<file path="src/vic_pkg.sv">
package vic_pkg;

	// ****************************************
	// Sources, in priority order
	// ****************************************
	localparam int unsigned NUM_SRC = 8;
	localparam int unsigned NUM_PINS = 3;
	localparam logic [2:0] SRC_WATCHDOG = 3'h0;
	localparam logic [2:0] SRC_PIN_ZERO = 3'h1;
	localparam logic [2:0] SRC_PIN_ONE = 3'h2;
	localparam logic [2:0] SRC_PIN_TWO = 3'h3;
	localparam logic [2:0] SRC_SERIAL_RX = 3'h4;
	localparam logic [2:0] SRC_SERIAL_TX = 3'h5;
	localparam logic [2:0] SRC_BYTE_TIMER = 3'h6;
	localparam logic [2:0] SRC_WORD_TIMER = 3'h7;

	// ****************************************
	// Vector table
	// ****************************************
	localparam logic [15:0] VEC_NMI = 16'h0004;
	localparam logic [15:0] VEC_WATCHDOG = 16'h0004;
	localparam logic [15:0] VEC_PIN_ZERO = 16'h0006;
	localparam logic [15:0] VEC_PIN_ONE = 16'h0008;
	localparam logic [15:0] VEC_PIN_TWO = 16'h000a;
	localparam logic [15:0] VEC_SERIAL_RX = 16'h000c;
	localparam logic [15:0] VEC_SERIAL_TX = 16'h000e;
	localparam logic [15:0] VEC_BYTE_TIMER = 16'h0014;
	localparam logic [15:0] VEC_WORD_TIMER = 16'h0016;

	// ****************************************
	// Register map, byte addresses
	// ****************************************
	localparam logic [5:0] OFF_REQ_LOW = 6'h00;
	localparam logic [5:0] OFF_REQ_HIGH = 6'h04;
	localparam logic [5:0] OFF_MASK_LOW = 6'h08;
	localparam logic [5:0] OFF_MASK_HIGH = 6'h0c;
	localparam logic [5:0] OFF_EDGE_SEL = 6'h10;
	localparam logic [5:0] OFF_PSW = 6'h14;
	localparam logic [5:0] OFF_WDT_MODE = 6'h18;
	localparam logic [5:0] OFF_EVT_STATUS = 6'h1c;
	localparam logic [5:0] OFF_EVT_MASK = 6'h20;

	// ****************************************
	// Field layout and reset values
	// ****************************************
	localparam int unsigned LOW_FLAGS = 6;
	localparam int unsigned HIGH_FLAGS = 2;
	localparam int unsigned EDGE_SEL_LSB = 2;
	localparam int unsigned IE_BIT = 7;
	localparam logic [7:0] PSW_RESET = 8'h02;
	localparam logic [7:0] MASK_RESET = 8'hff;
	localparam logic [7:0] EDGE_SEL_RESET = 8'h00;
	localparam int unsigned EVT_NMI_TAKEN = 0;
	localparam int unsigned EVT_MASKABLE_TAKEN = 1;
	localparam int unsigned EVT_BAD_EDGE = 2;
	localparam int unsigned NUM_EVT = 3;

	typedef enum logic [1:0] {
		EDGE_FALL = 2'h0,
		EDGE_RISE = 2'h1,
		EDGE_PROHIBITED = 2'h2,
		EDGE_BOTH = 2'h3
	} edge_mode_t;

endpackage

</file>
<file path="src/edge_if.sv">
`timescale 1ns/1ns
interface edge_if;
	logic pin;
	logic [1:0] mode;
	logic hit;
	modport detector (input pin, input mode, output hit);
	modport owner (output pin, output mode, input hit);
endinterface

</file>
<file path="src/pin_edge_detect.sv">
`timescale 1ns/1ns
module pin_edge_detect (
	// Clock and reset
	input wire logic clk_i,
	input wire logic rst_i,
	// Pin and detected edge
	edge_if.detector link
);
	import vic_pkg::*;

	// ****************************************
	// Three-stage synchroniser
	// ****************************************
	logic sync_a;
	logic sync_b;
	logic sync_c;
	logic level;
	logic primed;
	logic settled;
	logic rising;
	logic falling;

	always_ff @(posedge clk_i) begin
		if (rst_i) begin
			sync_a <= 1'b0;
			sync_b <= 1'b0;
			sync_c <= 1'b0;
		end else begin
			sync_a <= link.pin;
			sync_b <= sync_a;
			sync_c <= sync_b;
		end
	end

	// A change counts only once the last two stages agree
	assign settled = (sync_b == sync_c);
	assign rising = settled && primed && sync_b && !level;
	assign falling = settled && primed && !sync_b && level;

	// First settled level after reset is the synchroniser's reset low, taken silently, so an idle-high pin still gives one rising edge
	always_ff @(posedge clk_i) begin
		if (rst_i) begin
			level <= 1'b0;
			primed <= 1'b0;
		end else if (settled) begin
			level <= sync_b;
			primed <= 1'b1;
		end
	end

	// ****************************************
	// Edge selection
	// ****************************************
	always_comb begin
		unique case (edge_mode_t'(link.mode))
			EDGE_FALL: link.hit = falling;
			EDGE_RISE: link.hit = rising;
			EDGE_BOTH: link.hit = rising || falling;
			default: link.hit = 1'b0;
		endcase
	end

endmodule

</file>
<file path="src/vectored_interrupt_controller.sv">
`timescale 1ns/1ns
module vectored_interrupt_controller (
	// Clock and reset
	input wire logic clk_i,
	input wire logic rst_i,
	// Wishbone slave
	input wire logic cyc_i,
	input wire logic stb_i,
	input wire logic we_i,
	input wire logic [5:0] adr_i,
	input wire logic [3:0] sel_i,
	input wire logic [31:0] dat_i,
	output logic [31:0] dat_o,
	output logic ack_o,
	// Interrupt sources
	input wire logic watchdog_irq_i,
	input wire logic pin_irq_zero_i,
	input wire logic pin_irq_one_i,
	input wire logic pin_irq_two_i,
	input wire logic async_rx_done_irq_i,
	input wire logic three_wire_done_irq_i,
	input wire logic async_tx_done_irq_i,
	input wire logic byte_timer_match_irq_i,
	input wire logic word_timer_match_irq_i,
	// Processor side
	input wire logic irq_ack_i,
	output logic irq_req_o,
	output logic irq_nmi_o,
	output logic [15:0] irq_vector_o,
	output logic standby_release_o,
	// Event interrupt
	output logic irq_o
);
	import vic_pkg::*;

	// ****************************************
	// State
	// ****************************************
	logic [NUM_SRC-1:0] req_flags;
	logic [NUM_SRC-1:0] mask_flags;
	logic [7:0] edge_sel;
	logic [7:0] processor_status_word;
	logic wdt_nmi_mode;
	logic nmi_pending;
	logic [2:0] served_idx;
	logic [NUM_EVT-1:0] evt_status;
	logic [NUM_EVT-1:0] evt_mask;

	logic [NUM_SRC-1:0] hw_set;
	logic [NUM_SRC-1:0] ack_clr;
	logic [NUM_SRC-1:0] next_req_flags;
	logic [NUM_SRC-1:0] eligible;
	logic next_ie;
	logic next_nmi_pending;
	logic next_any;
	logic [2:0] next_idx;
	logic [NUM_PINS-1:0] pin_hit;
	logic [NUM_PINS-1:0] pin_level;

	// ****************************************
	// Bus decode
	// ****************************************
	logic access;
	logic wr_byte;
	logic rd_strobe;
	logic nmi_ack;
	logic mask_ack;

	assign access = cyc_i && stb_i && !ack_o;
	assign wr_byte = access && we_i && sel_i[0];
	assign rd_strobe = access && !we_i;
	assign nmi_ack = irq_ack_i && irq_req_o && irq_nmi_o;
	assign mask_ack = irq_ack_i && irq_req_o && !irq_nmi_o;

	function automatic logic hits(input logic [5:0] adr, input logic [5:0] off);
		hits = (adr[5:2] == off[5:2]);
	endfunction

	function automatic logic [15:0] vector_of(input logic [2:0] idx);
		unique case (idx)
			SRC_WATCHDOG: vector_of = VEC_WATCHDOG;
			SRC_PIN_ZERO: vector_of = VEC_PIN_ZERO;
			SRC_PIN_ONE: vector_of = VEC_PIN_ONE;
			SRC_PIN_TWO: vector_of = VEC_PIN_TWO;
			SRC_SERIAL_RX: vector_of = VEC_SERIAL_RX;
			SRC_SERIAL_TX: vector_of = VEC_SERIAL_TX;
			SRC_BYTE_TIMER: vector_of = VEC_BYTE_TIMER;
			SRC_WORD_TIMER: vector_of = VEC_WORD_TIMER;
		endcase
	endfunction

	// ****************************************
	// External pins
	// ****************************************
	assign pin_level = {pin_irq_two_i, pin_irq_one_i, pin_irq_zero_i};

	generate
		for (genvar p = 0; p < NUM_PINS; p++) begin : g_pin
			edge_if link();
			assign link.pin = pin_level[p];
			assign link.mode = edge_sel[EDGE_SEL_LSB + 2 * p +: 2];
			assign pin_hit[p] = link.hit;
			pin_edge_detect u_det (
				.clk_i(clk_i),
				.rst_i(rst_i),
				.link(link)
			);
		end
	endgenerate

	// ****************************************
	// Request sources
	// ****************************************
	always_comb begin
		hw_set = '0;
		hw_set[SRC_WATCHDOG] = watchdog_irq_i && !wdt_nmi_mode;
		hw_set[SRC_PIN_ZERO] = pin_hit[0];
		hw_set[SRC_PIN_ONE] = pin_hit[1];
		hw_set[SRC_PIN_TWO] = pin_hit[2];
		hw_set[SRC_SERIAL_RX] = async_rx_done_irq_i || three_wire_done_irq_i;
		hw_set[SRC_SERIAL_TX] = async_tx_done_irq_i;
		hw_set[SRC_BYTE_TIMER] = byte_timer_match_irq_i;
		hw_set[SRC_WORD_TIMER] = word_timer_match_irq_i;
	end

	always_comb begin
		ack_clr = '0;
		if (mask_ack) begin
			ack_clr[served_idx] = 1'b1;
		end
	end

	// Software write first, then acknowledge clear, then a fresh request wins over both
	always_comb begin
		next_req_flags = req_flags;
		if (wr_byte && hits(adr_i, OFF_REQ_LOW)) begin
			next_req_flags[LOW_FLAGS-1:0] = dat_i[LOW_FLAGS-1:0];
		end
		if (wr_byte && hits(adr_i, OFF_REQ_HIGH)) begin
			next_req_flags[NUM_SRC-1:LOW_FLAGS] = dat_i[HIGH_FLAGS-1:0];
		end
		next_req_flags = (next_req_flags & ~ack_clr) | hw_set;
	end

	// Acknowledge clears the global enable as the processor stacks its status
	always_comb begin
		next_ie = processor_status_word[IE_BIT];
		if (wr_byte && hits(adr_i, OFF_PSW)) begin
			next_ie = dat_i[IE_BIT];
		end
		if (nmi_ack || mask_ack) begin
			next_ie = 1'b0;
		end
	end

	assign next_nmi_pending = (watchdog_irq_i && wdt_nmi_mode) || (nmi_pending && !nmi_ack);

	// ****************************************
	// Arbitration
	// ****************************************
	assign eligible = next_req_flags & ~mask_flags;

	always_comb begin
		next_idx = SRC_WORD_TIMER;
		next_any = 1'b0;
		for (int i = NUM_SRC - 1; i >= 0; i--) begin
			if (eligible[i]) begin
				next_idx = 3'(i);
				next_any = 1'b1;
			end
		end
	end

	// Offer follows the flag state of the same edge, so an acked source never repeats
	always_ff @(posedge clk_i) begin
		if (rst_i) begin
			irq_req_o <= 1'b0;
			irq_nmi_o <= 1'b0;
			irq_vector_o <= '0;
			served_idx <= SRC_WATCHDOG;
		end else if (next_nmi_pending) begin
			irq_req_o <= 1'b1;
			irq_nmi_o <= 1'b1;
			irq_vector_o <= VEC_NMI;
			served_idx <= next_idx;
		end else begin
			irq_req_o <= next_any && next_ie;
			irq_nmi_o <= 1'b0;
			irq_vector_o <= vector_of(next_idx);
			served_idx <= next_idx;
		end
	end

	// Wakes a halted core even with the global enable off
	always_ff @(posedge clk_i) begin
		if (rst_i) begin
			standby_release_o <= 1'b0;
		end else begin
			standby_release_o <= next_nmi_pending || next_any;
		end
	end

	// ****************************************
	// Control registers
	// ****************************************
	always_ff @(posedge clk_i) begin
		if (rst_i) begin
			req_flags <= '0;
		end else begin
			req_flags <= next_req_flags;
		end
	end

	always_ff @(posedge clk_i) begin
		if (rst_i) begin
			nmi_pending <= 1'b0;
		end else begin
			nmi_pending <= next_nmi_pending;
		end
	end

	always_ff @(posedge clk_i) begin
		if (rst_i) begin
			mask_flags <= MASK_RESET;
		end else begin
			if (wr_byte && hits(adr_i, OFF_MASK_LOW)) begin
				mask_flags[LOW_FLAGS-1:0] <= dat_i[LOW_FLAGS-1:0];
			end
			if (wr_byte && hits(adr_i, OFF_MASK_HIGH)) begin
				mask_flags[NUM_SRC-1:LOW_FLAGS] <= dat_i[HIGH_FLAGS-1:0];
			end
		end
	end

	always_ff @(posedge clk_i) begin
		if (rst_i) begin
			edge_sel <= EDGE_SEL_RESET;
		end else if (wr_byte && hits(adr_i, OFF_EDGE_SEL)) begin
			edge_sel <= {dat_i[7:EDGE_SEL_LSB], EDGE_SEL_RESET[EDGE_SEL_LSB-1:0]};
		end
	end

	always_ff @(posedge clk_i) begin
		if (rst_i) begin
			processor_status_word <= PSW_RESET;
		end else begin
			if (wr_byte && hits(adr_i, OFF_PSW)) begin
				processor_status_word <= dat_i[7:0];
			end
			processor_status_word[IE_BIT] <= next_ie;
		end
	end

	// Interval mode after reset; software picks one watchdog form only
	always_ff @(posedge clk_i) begin
		if (rst_i) begin
			wdt_nmi_mode <= 1'b0;
		end else if (wr_byte && hits(adr_i, OFF_WDT_MODE)) begin
			wdt_nmi_mode <= dat_i[0];
		end
	end

	// ****************************************
	// Event status and interrupt
	// ****************************************
	logic [NUM_EVT-1:0] evt_set;
	logic bad_edge;

	always_comb begin
		bad_edge = 1'b0;
		for (int p = 0; p < NUM_PINS; p++) begin
			if (dat_i[EDGE_SEL_LSB + 2 * p +: 2] == EDGE_PROHIBITED) begin
				bad_edge = 1'b1;
			end
		end
		evt_set = '0;
		evt_set[EVT_NMI_TAKEN] = nmi_ack;
		evt_set[EVT_MASKABLE_TAKEN] = mask_ack;
		evt_set[EVT_BAD_EDGE] = wr_byte && hits(adr_i, OFF_EDGE_SEL) && bad_edge;
	end

	// Read clears, but an event on the same edge survives
	always_ff @(posedge clk_i) begin
		if (rst_i) begin
			evt_status <= '0;
		end else if (rd_strobe && hits(adr_i, OFF_EVT_STATUS)) begin
			evt_status <= evt_set;
		end else begin
			evt_status <= evt_status | evt_set;
		end
	end

	always_ff @(posedge clk_i) begin
		if (rst_i) begin
			evt_mask <= '0;
		end else if (wr_byte && hits(adr_i, OFF_EVT_MASK)) begin
			evt_mask <= dat_i[NUM_EVT-1:0];
		end
	end

	assign irq_o = |(evt_status & evt_mask);

	// ****************************************
	// Bus answer
	// ****************************************
	logic [31:0] rd_data;

	always_comb begin
		rd_data = '0;
		if (hits(adr_i, OFF_REQ_LOW)) begin
			rd_data[LOW_FLAGS-1:0] = req_flags[LOW_FLAGS-1:0];
		end else if (hits(adr_i, OFF_REQ_HIGH)) begin
			rd_data[HIGH_FLAGS-1:0] = req_flags[NUM_SRC-1:LOW_FLAGS];
		end else if (hits(adr_i, OFF_MASK_LOW)) begin
			rd_data[7:0] = {MASK_RESET[7:LOW_FLAGS], mask_flags[LOW_FLAGS-1:0]};
		end else if (hits(adr_i, OFF_MASK_HIGH)) begin
			rd_data[7:0] = {MASK_RESET[7:HIGH_FLAGS], mask_flags[NUM_SRC-1:LOW_FLAGS]};
		end else if (hits(adr_i, OFF_EDGE_SEL)) begin
			rd_data[7:0] = edge_sel;
		end else if (hits(adr_i, OFF_PSW)) begin
			rd_data[7:0] = processor_status_word;
		end else if (hits(adr_i, OFF_WDT_MODE)) begin
			rd_data[0] = wdt_nmi_mode;
		end else if (hits(adr_i, OFF_EVT_STATUS)) begin
			rd_data[NUM_EVT-1:0] = evt_status;
		end else if (hits(adr_i, OFF_EVT_MASK)) begin
			rd_data[NUM_EVT-1:0] = evt_mask;
		end
	end

	// Unmapped addresses still answer, with zero data, so the bus never hangs
	always_ff @(posedge clk_i) begin
		if (rst_i) begin
			ack_o <= 1'b0;
			dat_o <= '0;
		end else begin
			ack_o <= access;
			if (rd_strobe) begin
				dat_o <= rd_data;
			end
		end
	end

endmodule

</file>
<file path="config.mk">
export PLATFORM = sky130hd
export DESIGN_NAME = vectored_interrupt_controller
export DESIGN_NICKNAME = d
export VERILOG_FILES = /design/src/vic_pkg.sv /design/src/edge_if.sv /design/src/pin_edge_detect.sv /design/src/vectored_interrupt_controller.sv
export SDC_FILE = /design/constraint.sdc
export NUM_CORES = 1
export LEC_CHECK = 0
export BUFFER_PORTS_ARGS = -buffer_cell sky130_fd_sc_hd__buf_2
export CAP_MARGIN = 20
export CORE_MARGIN = 2
export CORE_UTILIZATION = 30
export CTS_CLUSTER_DIAMETER = 80
export DETAILED_ROUTE_END_ITERATION = 8
export GPL_ROUTABILITY_DRIVEN = 0
export HOLD_SLACK_MARGIN = 0.05
export PLACE_DENSITY = 0.49
export SYNTH_ARGS = -nofsm -noshare
export SYNTH_HDL_FRONTEND = slang
export SYNTH_SLANG_ARGS = --single-unit
</file>
<file path="constraint.sdc">
create_clock -name clk_i -period 2.45 [get_ports clk_i]
set_input_delay 0.245 -clock clk_i [delete_from_list [all_inputs] [get_ports clk_i]]
set_output_delay 0.245 -clock clk_i [all_outputs]
set_load 0.05 [all_outputs]
</file>
-- Word level (Yosys, flattened, before mapping)
Memories as Yosys holds them, arrays and structs flattened.
Index checks and enable logic that the tools add are counted.
- flip-flop bits (word level): 84
- input port bits: 57
- memory bits (read-only): 32
- memories kept: 1
- output and inout bits: 53
- logic and storage cells: 170
- equality and inequality tests: 20
- reduce and logical (&&, ||, !) cells: 62
- mux-type cells: 45
- bitwise operators: 7
- magnitude comparators: 2
- memory list (memory ; depth ; bits a word ; read ports ; clocked after memory_dff ; wr ports ; RTL line ; RTL):
    (name not given) ; 8 ; 4 ; 1 ; 0 ; 0 ; vectored_interrupt_controller.sv:80 ; unique case (idx)
- operators with widths (cell ; count):
    $logic_and 1x1->1 ; 38
    $mux 3 ; 11
    $mux 8 ; 4
    $mux 1 ; 18
    $mux 6 ; 3
    $and 8x8->8 ; 2
    $eq 4x3->1 const B ; 4
    $not 8->8 ; 2
    $eq 2x2->1 const B ; 6
    $logic_not 1->1 ; 11
    $pmux 1 s3 ; 3
    $eq 4x2->1 const B ; 2
    $mux 2 ; 4
    $or 8x8->8 ; 1
    $logic_or 1x1->1 ; 7
    $eq 2x1->1 const B ; 3
    $logic_not 2->1 ; 3
    $mux 5 ; 1
    $eq 4x1->1 const B ; 1
    $eq 4x4->1 const B ; 1
    $logic_not 4->1 ; 1
    $lt 3x4->1 const B ; 1
    $and 3x3->3 ; 1
    $demux 1 s3 ; 1
    5 further kinds ; 7

-- Depth between registers and ports, before layout
Gate-level depths: netlist of the first run.
- depth after elaboration: 19
- depth in mapped cells: 9
- gate-level depth less buffers: 8

-- Modules after synthesis
A second synthesis of the first run with hierarchy kept.
- cell total of the unflattened synthesis: 446
- area total of the unflattened synthesis: 3882.5 um^2
- by module, submodules not included (module ; seq. area each (um^2) ; times used ; cells each ; area an instance (um^2)):
    vectored_interrupt_controller ; 1121.1 ; 1 ; 392 ; 3315.7
    pin_edge_detect ; 100.1 ; 3 ; 18 ; 188.9

-- Worst setup path after synthesis of the first run
Ideal clock, no wire load.
- kind: reg-to-reg
- from: register irq_req_o
- to: register irq_vector_o[3]
- library setup time: 0.078 ns
- period minus slack after synthesis: 2.454 ns
- data required time: 2.372 ns
- slack: -0.004 ns
- cell stages (with the launch flop): 8
- arrival: 2.376 ns
- buffers on the path: 0
- cell sequence: dfxtp_1 -> nor4bb_1 -> and3_1 -> a311o_2 -> o21ai_2 -> or2_4 -> ha_1 -> nor3_1
- longest elaborated chain between the ends: 15
- elaborated cells on any way between the ends: 20
- classes of those cells: 8 x mux; 4 x bitwise; 7 x reduce/logical; 1 x memory
- RTL lines (element ; RTL line ; RTL):
    start, declared ; vectored_interrupt_controller.sv:27 ; output logic irq_req_o,
    start signal, assigned ; vectored_interrupt_controller.sv:187 ; irq_req_o <= next_any && next_ie;
    $logic_and 1x1->1 (*) ; vectored_interrupt_controller.sv:72, vectored_interrupt_controller.sv:73 ;
    $logic_and 1x1->1 ; vectored_interrupt_controller.sv:73 ; assign mask_ack = irq_ack_i && irq_req_o && !irq_nmi_o;
    $mux 8 ; vectored_interrupt_controller.sv:128 ; if (mask_ack) begin
    $not 8->8 ; vectored_interrupt_controller.sv:142 ; next_req_flags = (next_req_flags & ~ack_clr) | hw_set;
    $and 8x8->8 ; vectored_interrupt_controller.sv:142 ;
    $or 8x8->8 ; vectored_interrupt_controller.sv:142 ;
    $and 8x8->8 ; vectored_interrupt_controller.sv:161 ; assign eligible = next_req_flags & ~mask_flags;
    $mux 1 ; vectored_interrupt_controller.sv:167 ; if (eligible[i]) begin
    $mux 3 (6 in a row) ; vectored_interrupt_controller.sv:167 ;
    $mem_v2 8x4 ; - ;
    end signal, assigned ; vectored_interrupt_controller.sv:189 ; irq_vector_o <= vector_of(next_idx);
    end, declared ; vectored_interrupt_controller.sv:29 ; output logic [15:0] irq_vector_o,
Mark *: on every way between the ends. The rest lies on a longest branch, timed or not.
A chain may end at the register's enable or synchronous reset.

-- Worst setup path in the final report of the first run
- from: register irq_req_o
- to: register standby_release_o
- longest elaborated chain between the ends: 16
- elaborated cells on any way between the ends: 20
- classes of those cells: 9 x mux; 4 x bitwise; 7 x reduce/logical
- RTL lines (element ; RTL line ; RTL):
    $logic_and 1x1->1 (*) ; vectored_interrupt_controller.sv:72, vectored_interrupt_controller.sv:73 ;
    $logic_and 1x1->1 ; vectored_interrupt_controller.sv:73 ;
    $mux 8 ; vectored_interrupt_controller.sv:128 ;
    $not 8->8 ; vectored_interrupt_controller.sv:142 ;
    $and 8x8->8 ; vectored_interrupt_controller.sv:142 ;
    $or 8x8->8 ; vectored_interrupt_controller.sv:142 ;
    $and 8x8->8 ; vectored_interrupt_controller.sv:161 ;
    $mux 1 (8 in a row) ; vectored_interrupt_controller.sv:167 ;
    $logic_or 1x1->1 (*) ; vectored_interrupt_controller.sv:199 ; standby_release_o <= next_nmi_pending || next_any;
    end signal, assigned ; vectored_interrupt_controller.sv:199 ;
    end, declared ; vectored_interrupt_controller.sv:30 ; output logic standby_release_o,
Marked as above.

==> qor.yml, run 1 <==
outcome:
  status: "completed"
global_route:
  grt_use_total: 0.166
  grt_overflow_total: 0
  first_global_vias: 3086
  grt_max_degree: 31
  antenna_found_initial: 0
  grt_pass1_wl_um: 16500
synthesis:
  syn_inst: 433
  synth_cell_type_count: 64
  synth_area_um2: 3730
  ys_seq_area_frac: 0.381
  yosys.area.top_type: "dfxtp_1"
  ys_warn_count: 0
  synthFlopType: "dfxtp_1"
  synth-seq-cells: 71
  synth-edff-count: 0
  avgSynthCellArea_um2: 8.61
  yosysMostFrequentCell: "dfxtp_1"
  synth_top_area_share: 0.381
  synthArstFlopShare: 0
  synth_area_leaders: "dfxtp_1 38%, mux2i_1 8.1%, buf_4 7.2%, nor2_1 5.6%, nand2_1 3.0%"
  synth_common_cells: "71 x dfxtp_1, 56 x nor2_1, 36 x buf_4"
setup_path:
  critical_path_arrival_ns: 2.48
  worstSetupEndpointType: "flop"
  max_stage_delay_ns: 0.59
  crit_slowest_cell: "nor4_1"
  path_max_fanout: 6
  path_class: "flop to flop"
  cp-start-kind: "flop"
  crit_top_cell: "nor4_1"
  cp_cell_sequence: "nand3_1 -> nor4_1 -> a211o_1 -> o2111ai_1 -> nor4_1 -> a21oi_1"
  critPathRequiredTime_ns: 2.65
drt:
  dr_wl_met3_um: 641
  vias: 3266
  first_pass_iters: 7
  viasPerCell: 4.93
  wl_met2_um: 4630
  ant_nets: 0
  maxUsedRoutingLayer: "met4"
  wire_per_inst_um: 15.8
  wl_met1_um: 4990
  wirelength_um: 10500
  drt_iter0_markers: 141
  drc: 0
sta:
  finalHoldViolations: 0
  slew_headroom: 0.510
  skew_ns: 0.0104
  rsz0062_at_grt: "no"
  report.final.slew_viol_count: 0
  tightest_slew_ns: 0.729
  final-setup-viol-count: 0
  fmax_ghz: 0.438
  min_period_over_period: 0.931
  timing.setup.tns_ns: 0
  period_minus_slack_ns: 2.28
layout:
  fin_nets: 550
  fin_cells: 663
  drive_gt1_frac: 0.204
  antennaDiodeCount: 0
  areaGrowthSynthToFinish_pct: 18.9
  n_fill_cell: 1284
  fin_area_um2: 4430
  regArea_um2: 1420
  multi_input_area_um2: 2040
clock_tree:
  insertion_delay_ns: 0.35
  cts_max_level: 3
  clock-sinks: 71
  clkTransAtPathRegs_ns: 0.06
  cts_root_buf: "clkbuf_16"
  clock_path_buffers: 2
  tritoncts: "done"
  cts_made_buffers: 9
die:
  pin_count: 110
  core_area_um2: 12100
  fp.dieH_um: 115
  die_x_um: 115
  die-area_um2: 13300
  fp-row-count: 40
  start_util: 0.309
power:
  leakage_nw: 1.75
  power_density_nw_per_um2: 664
  peakVddDrop_v: 0.000361
placement:
  dp_hpwl_um: 7980
  placed_cell_area_um2: 4120
  dp_cells: 648
  portBuffers: 44
flow_run:
  maxCapViolCount: 0
hold_path:
  hold_class: "primary input to flop"
## cell usage in the layout, fill, tap and decap left out, types with 3 or more instances in the layout
cell        n
dfxtp_1    71
nor2_1     56
buf_2      44
conb_1     36
nand2_1    30
mux2i_1    30
buf_4      25
a21oi_1    22
nor2b_1    14
inv_1      13
nand2b_1   11
o21ai_0    11
clkbuf_16   9
nor4_1      8
o31ai_1     8
nor3_1      8
o22ai_1     8
a22oi_1     7
xnor2_1     5
nand4_1     5
a221oi_1    5
nand3_1     4
o211ai_1    4
a211o_1     4
and4b_1     3
nand3b_1    3
nor4_2      3
## cell type report
cell class                      count  share of cell area
Clock inverter                      4              0.0164
Timing Repair Buffer               69              0.0920
Multi-Input combinational cell    327               0.460
Clock buffer                       10              0.0516
Tap cell                          168              0.0474
Inverter                           14              0.0119
Sequential cell                    71               0.321
## worst paths after layout
kind | startpoint | to | slack, ns | cells past startpoint
worst min register to register | g_pin[0].u_det.sync_a$_SDFF_PP0_ | g_pin[0].u_det.sync_b$_SDFF_PP0_ | 0.44 | 1
worst max-delay path | irq_req_o$_SDFF_PP0_ | standby_release_o$_SDFF_PP0_ | 0.17 | 6
worst max register to register | irq_req_o$_SDFF_PP0_ | standby_release_o$_SDFF_PP0_ | 0.17 | 6
worst min-delay path | pin_irq_one_i | g_pin[1].u_det.sync_a$_SDFF_PP0_ | 0.11 | 2
## state kept, by name, indices dropped and copies added, names as in the netlist, 4 cells and up
| name | flops |
|---|---|
| dat_o | 8 |
| edge_sel | 6 |
| irq_vector_o | 4 |
| mask_flags | 8 |
| processor_status_word | 8 |
| req_flags | 8 |
## critical path: cells and delay by family (launching register included)
kind	cells	cell delay, ns
flip-flops	1	0.46
AND/OR/NAND/NOR	3	1.14
AO/OA/AOI/OAI	3	0.54
## power by group
group / switching (mW) / internal [mW]
Sequential: 0.0207 / 1.18
Clock: 0.499 / 0.878
Combinational: 0.281 / 0.0826
## layer usage
layer,vias to the layer above,track usage
li1,1601,-
met1,1540,0.220
met2,110,0.250
met3,15,0.0539
met4,0,0.0651
met5,-,0
## through the flow
step	setup slack [ns]	hold slack, ns	util	total power, mW
floorplan	0.111	0.362	-	1.54
global placement	0.0528	0.419	0.342	1.59
detailed placement	0.0771	0.429	0.342	1.59
global route	0.0382	0.114	0.368	3.05
finish	0.169	0.107	0.368	2.94
CTS	0.148	0.103	0.367	2.97
## cells by family after synthesis
kind of cell,count (synthesis),share of synthesized area
AOI/OAI and AO/OA,93,0.177
xor gates and xnor gates,5,0.0117
adders and majority gates,1,0.00336
buffers and inverters,70,0.109
DFF,71,0.381
muxes,30,0.0805
other,1,0.00101
and+or+nand+nor,162,0.237
## timing repair
action                                  in CTS  in global routing
endpoints found under the setup margin       0                  1
gates resized for setup                      0                  1
hold buffers                                 0                  0
endpoints found under the hold margin        0                  0
buffers inserted                             0                  1
Note: power is estimated with default switching activity, not from simulation.
==> run 2, diff against run 1 <==
Settings changed: ABC_AREA set to 1, PLACE_DENSITY 0.49 to 0.5, SLEW_MARGIN set to 20.
==> qor.yml, run 2 <==
synthesis:
  ys_warn_count: 0
  syn_inst: 477
  synthFlopType: "dfxtp_1"
  synth-edff-count: 0
  ys_seq_area_frac: 0.411
  avgSynthCellArea_um2: 7.26
  synth_top_area_share: 0.411
  yosysMostFrequentCell: "nand2_1"
  synth_area_leaders: "dfxtp_1 41%, nand2_1 9.5%, buf_4 7.8%, inv_1 7.4%, a21oi_1 6.6%"
  synth-seq-cells: 71
  synthArstFlopShare: 0
  synth_common_cells: "88 x nand2_1, 71 x dfxtp_1, 68 x inv_1"
  yosys.area.top_type: "dfxtp_1"
  synth_cell_type_count: 36
  synth_area_um2: 3460
clock_tree:
  cts_resized: 0
  clock_path_buffers: 2
  ctsHoldBuffers: 0
  tritoncts: "done"
  cts_setup_buffers: 0
  cts_root_buf: "clkbuf_16"
  insertion_delay_ns: 0.33
  clock-sinks: 71
  cts_made_buffers: 9
  clkTransAtPathRegs_ns: 0.06
  cts_max_level: 3
setup_path:
  cp-start-kind: "flop"
  path_buf_inv: 3
  path_max_fanout: 9
  path_class: "flop to flop"
  worstSetupEndpointType: "flop"
  critical_path_arrival_ns: 2.42
  crit_top_cell: "nand2_1"
  timing.rr.end: "irq_vector_o[3]$_SDFF_PP0_"
  reg2reg_depth: 14
  max_stage_delay_ns: 0.30
  ff2ff_setup_slack_ns: 0.29
  crit_family: "simple AND/OR/NAND/NOR gates"
  r2r-start: "ack_o$_SDFF_PP0_"
  crit_slowest_cell: "dfxtp_1"
  cp_cell_sequence: "inv_1 -> nand3_1 -> nor2_8 -> nand2_4 -> inv_2 -> nand2_1 -> o211ai_1 -> nand2_1 -> nand2_1 -> nand2_2 -> o21bai_1 -> inv_1 -> ha_1 -> nor2_1"
  critPathRequiredTime_ns: 2.71
placement:
  dp_hpwl_um: 6980
  dp_cells: 661
  pre_cts_slack_ns: 0.297
  portBuffers: 44
global_route:
  grt_max_degree: 33
  antenna_found_initial: 0
  grt_overflow_total: 0
  grt_use_total: 0.151
  first_global_vias: 2827
  grt_pass1_wl_um: 14900
sta:
  timing.setup.tns_ns: 0
  skew_ns: 0.00750
  finalHoldViolations: 0
  worst_slack_ns: 0.291
  fmax_ghz: 0.463
  hold_ws_ns: 0.114
  period_minus_slack_ns: 2.16
  final-setup-viol-count: 0
  report.final.slew_viol_count: 0
  min_period_over_period: 0.881
  rsz0062_at_grt: "no"
die:
  fp.dieH_um: 111
  fp-row-count: 39
  die_x_um: 111
  start_util: 0.306
  die-area_um2: 12400
  core_area_um2: 11300
  pin_count: 110
hold_path:
  hold_path_startpoint: "pin_irq_one_i"
  holdPathEnd: "g_pin[1].u_det.sync_a$_SDFF_PP0_"
  hold_class: "primary input to flop"
  worstHoldPathCells: 3
flow_run:
  maxCapViolCount: 0
drt:
  vias: 3099
  ant_nets: 0
  drt_iter0_markers: 190
  wirelength_um: 9350
  drc: 0
  viasPerCell: 4.58
  wire_per_inst_um: 13.8
  first_pass_iters: 4
power:
  total_power_mw: 2.97
  leakage_nw: 1.92
  peakVddDrop_v: 0.000344
  power_density_nw_per_um2: 731
layout:
  areaGrowthSynthToFinish_pct: 17.5
  fin_nets: 587
  drive_gt1_frac: 0.157
  final_common_cell: "nand2_1"
  fin_cells: 677
  antennaDiodeCount: 0
  final_cell_mix: "88 x nand2_1, 71 x dfxtp_1, 68 x inv_1"
outcome:
  status: "completed"
## run 2: changes by cell type in the layout (fill, tap and decap cells not counted), moves of 24 or more
cell     delta
o21ai_0    +25
mux2i_1    -30
a21oi_1    +24
inv_1      +55
nand2_1    +58
## run 2: report_power, final
part | internal (mW) | total, mW | switching [mW]
Clock | 0.904 | 1.44 | 0.538
Sequential | 1.18 | 1.20 | 0.0172
Combinational | 0.0633 | 0.329 | 0.266
Total | 2.15 | 2.97 | 0.821
## run 2: cell families after synthesis
logic type	count (synthesis)	synth area share
XOR/XNOR	4	0.0101
other	1	0.00108
AO/OA/AOI/OAI	106	0.172
AND/OR/NAND/NOR	175	0.233
flip-flops	71	0.411
adder cells (fa/ha/maj)	1	0.00361
buffers and inverters	119	0.169
## run 2: final cells by class
cell class / instances / area (um^2)
Clock buffer: 9 / 225
Clock inverter: 7 / 103
Multi-Input combinational cell: 322 / 1590
Sequential cell: 71 / 1420
Inverter: 74 / 278
Tap cell: 143 / 179
Timing Repair Buffer: 51 / 273
Fill cell: 1233 / 7250
## run 2: worst max-delay path by stage
stage	start	to	slack, ns	depth (start not counted)
5_1_grt	ack_o$_SDFF_PP0_	irq_vector_o[3]$_SDFF_PP0_	0.03	14
4_1_cts	irq_req_o$_SDFF_PP0_	irq_vector_o[3]$_SDFF_PP0_	0.26	11
3_5_place_dp	irq_req_o$_SDFF_PP0_	irq_vector_o[3]$_SDFF_PP0_	0.30	11
3_3_place_gp	cyc_i	irq_vector_o[3]$_SDFF_PP0_	0.33	14
2_1_floorplan	irq_req_o$_SDFF_PP0_	irq_vector_o[3]$_SDFF_PP0_	0.25	11
6_report	ack_o$_SDFF_PP0_	irq_vector_o[3]$_SDFF_PP0_	0.29	14
## run 2: routing by layer
metal	GRT usage	vias to the layer above	wire [um]
li1	-	1571	-
met1	0.209	1418	4440
met2	0.246	106	4280
met3	0.0316	4	584
met4	0.0280	0	51
met5	0	-	0
## run 2: tightest hold or removal path: cells and delay by family
kind | cells | cell delay, ns
AND/OR/NAND/NOR | 1 | 0.06
buffers and inverters | 2 | 0.10
## run 2: stage by stage
| step | area, um^2 | util |
|---|---|---|
| after floorplan | 3590 | - |
| after global placement | 3740 | 0.330 |
| after CTS | 4070 | 0.359 |
| after global routing | 4070 | 0.359 |
| after detailed placement | 3740 | 0.330 |
| final | 4070 | 0.359 |
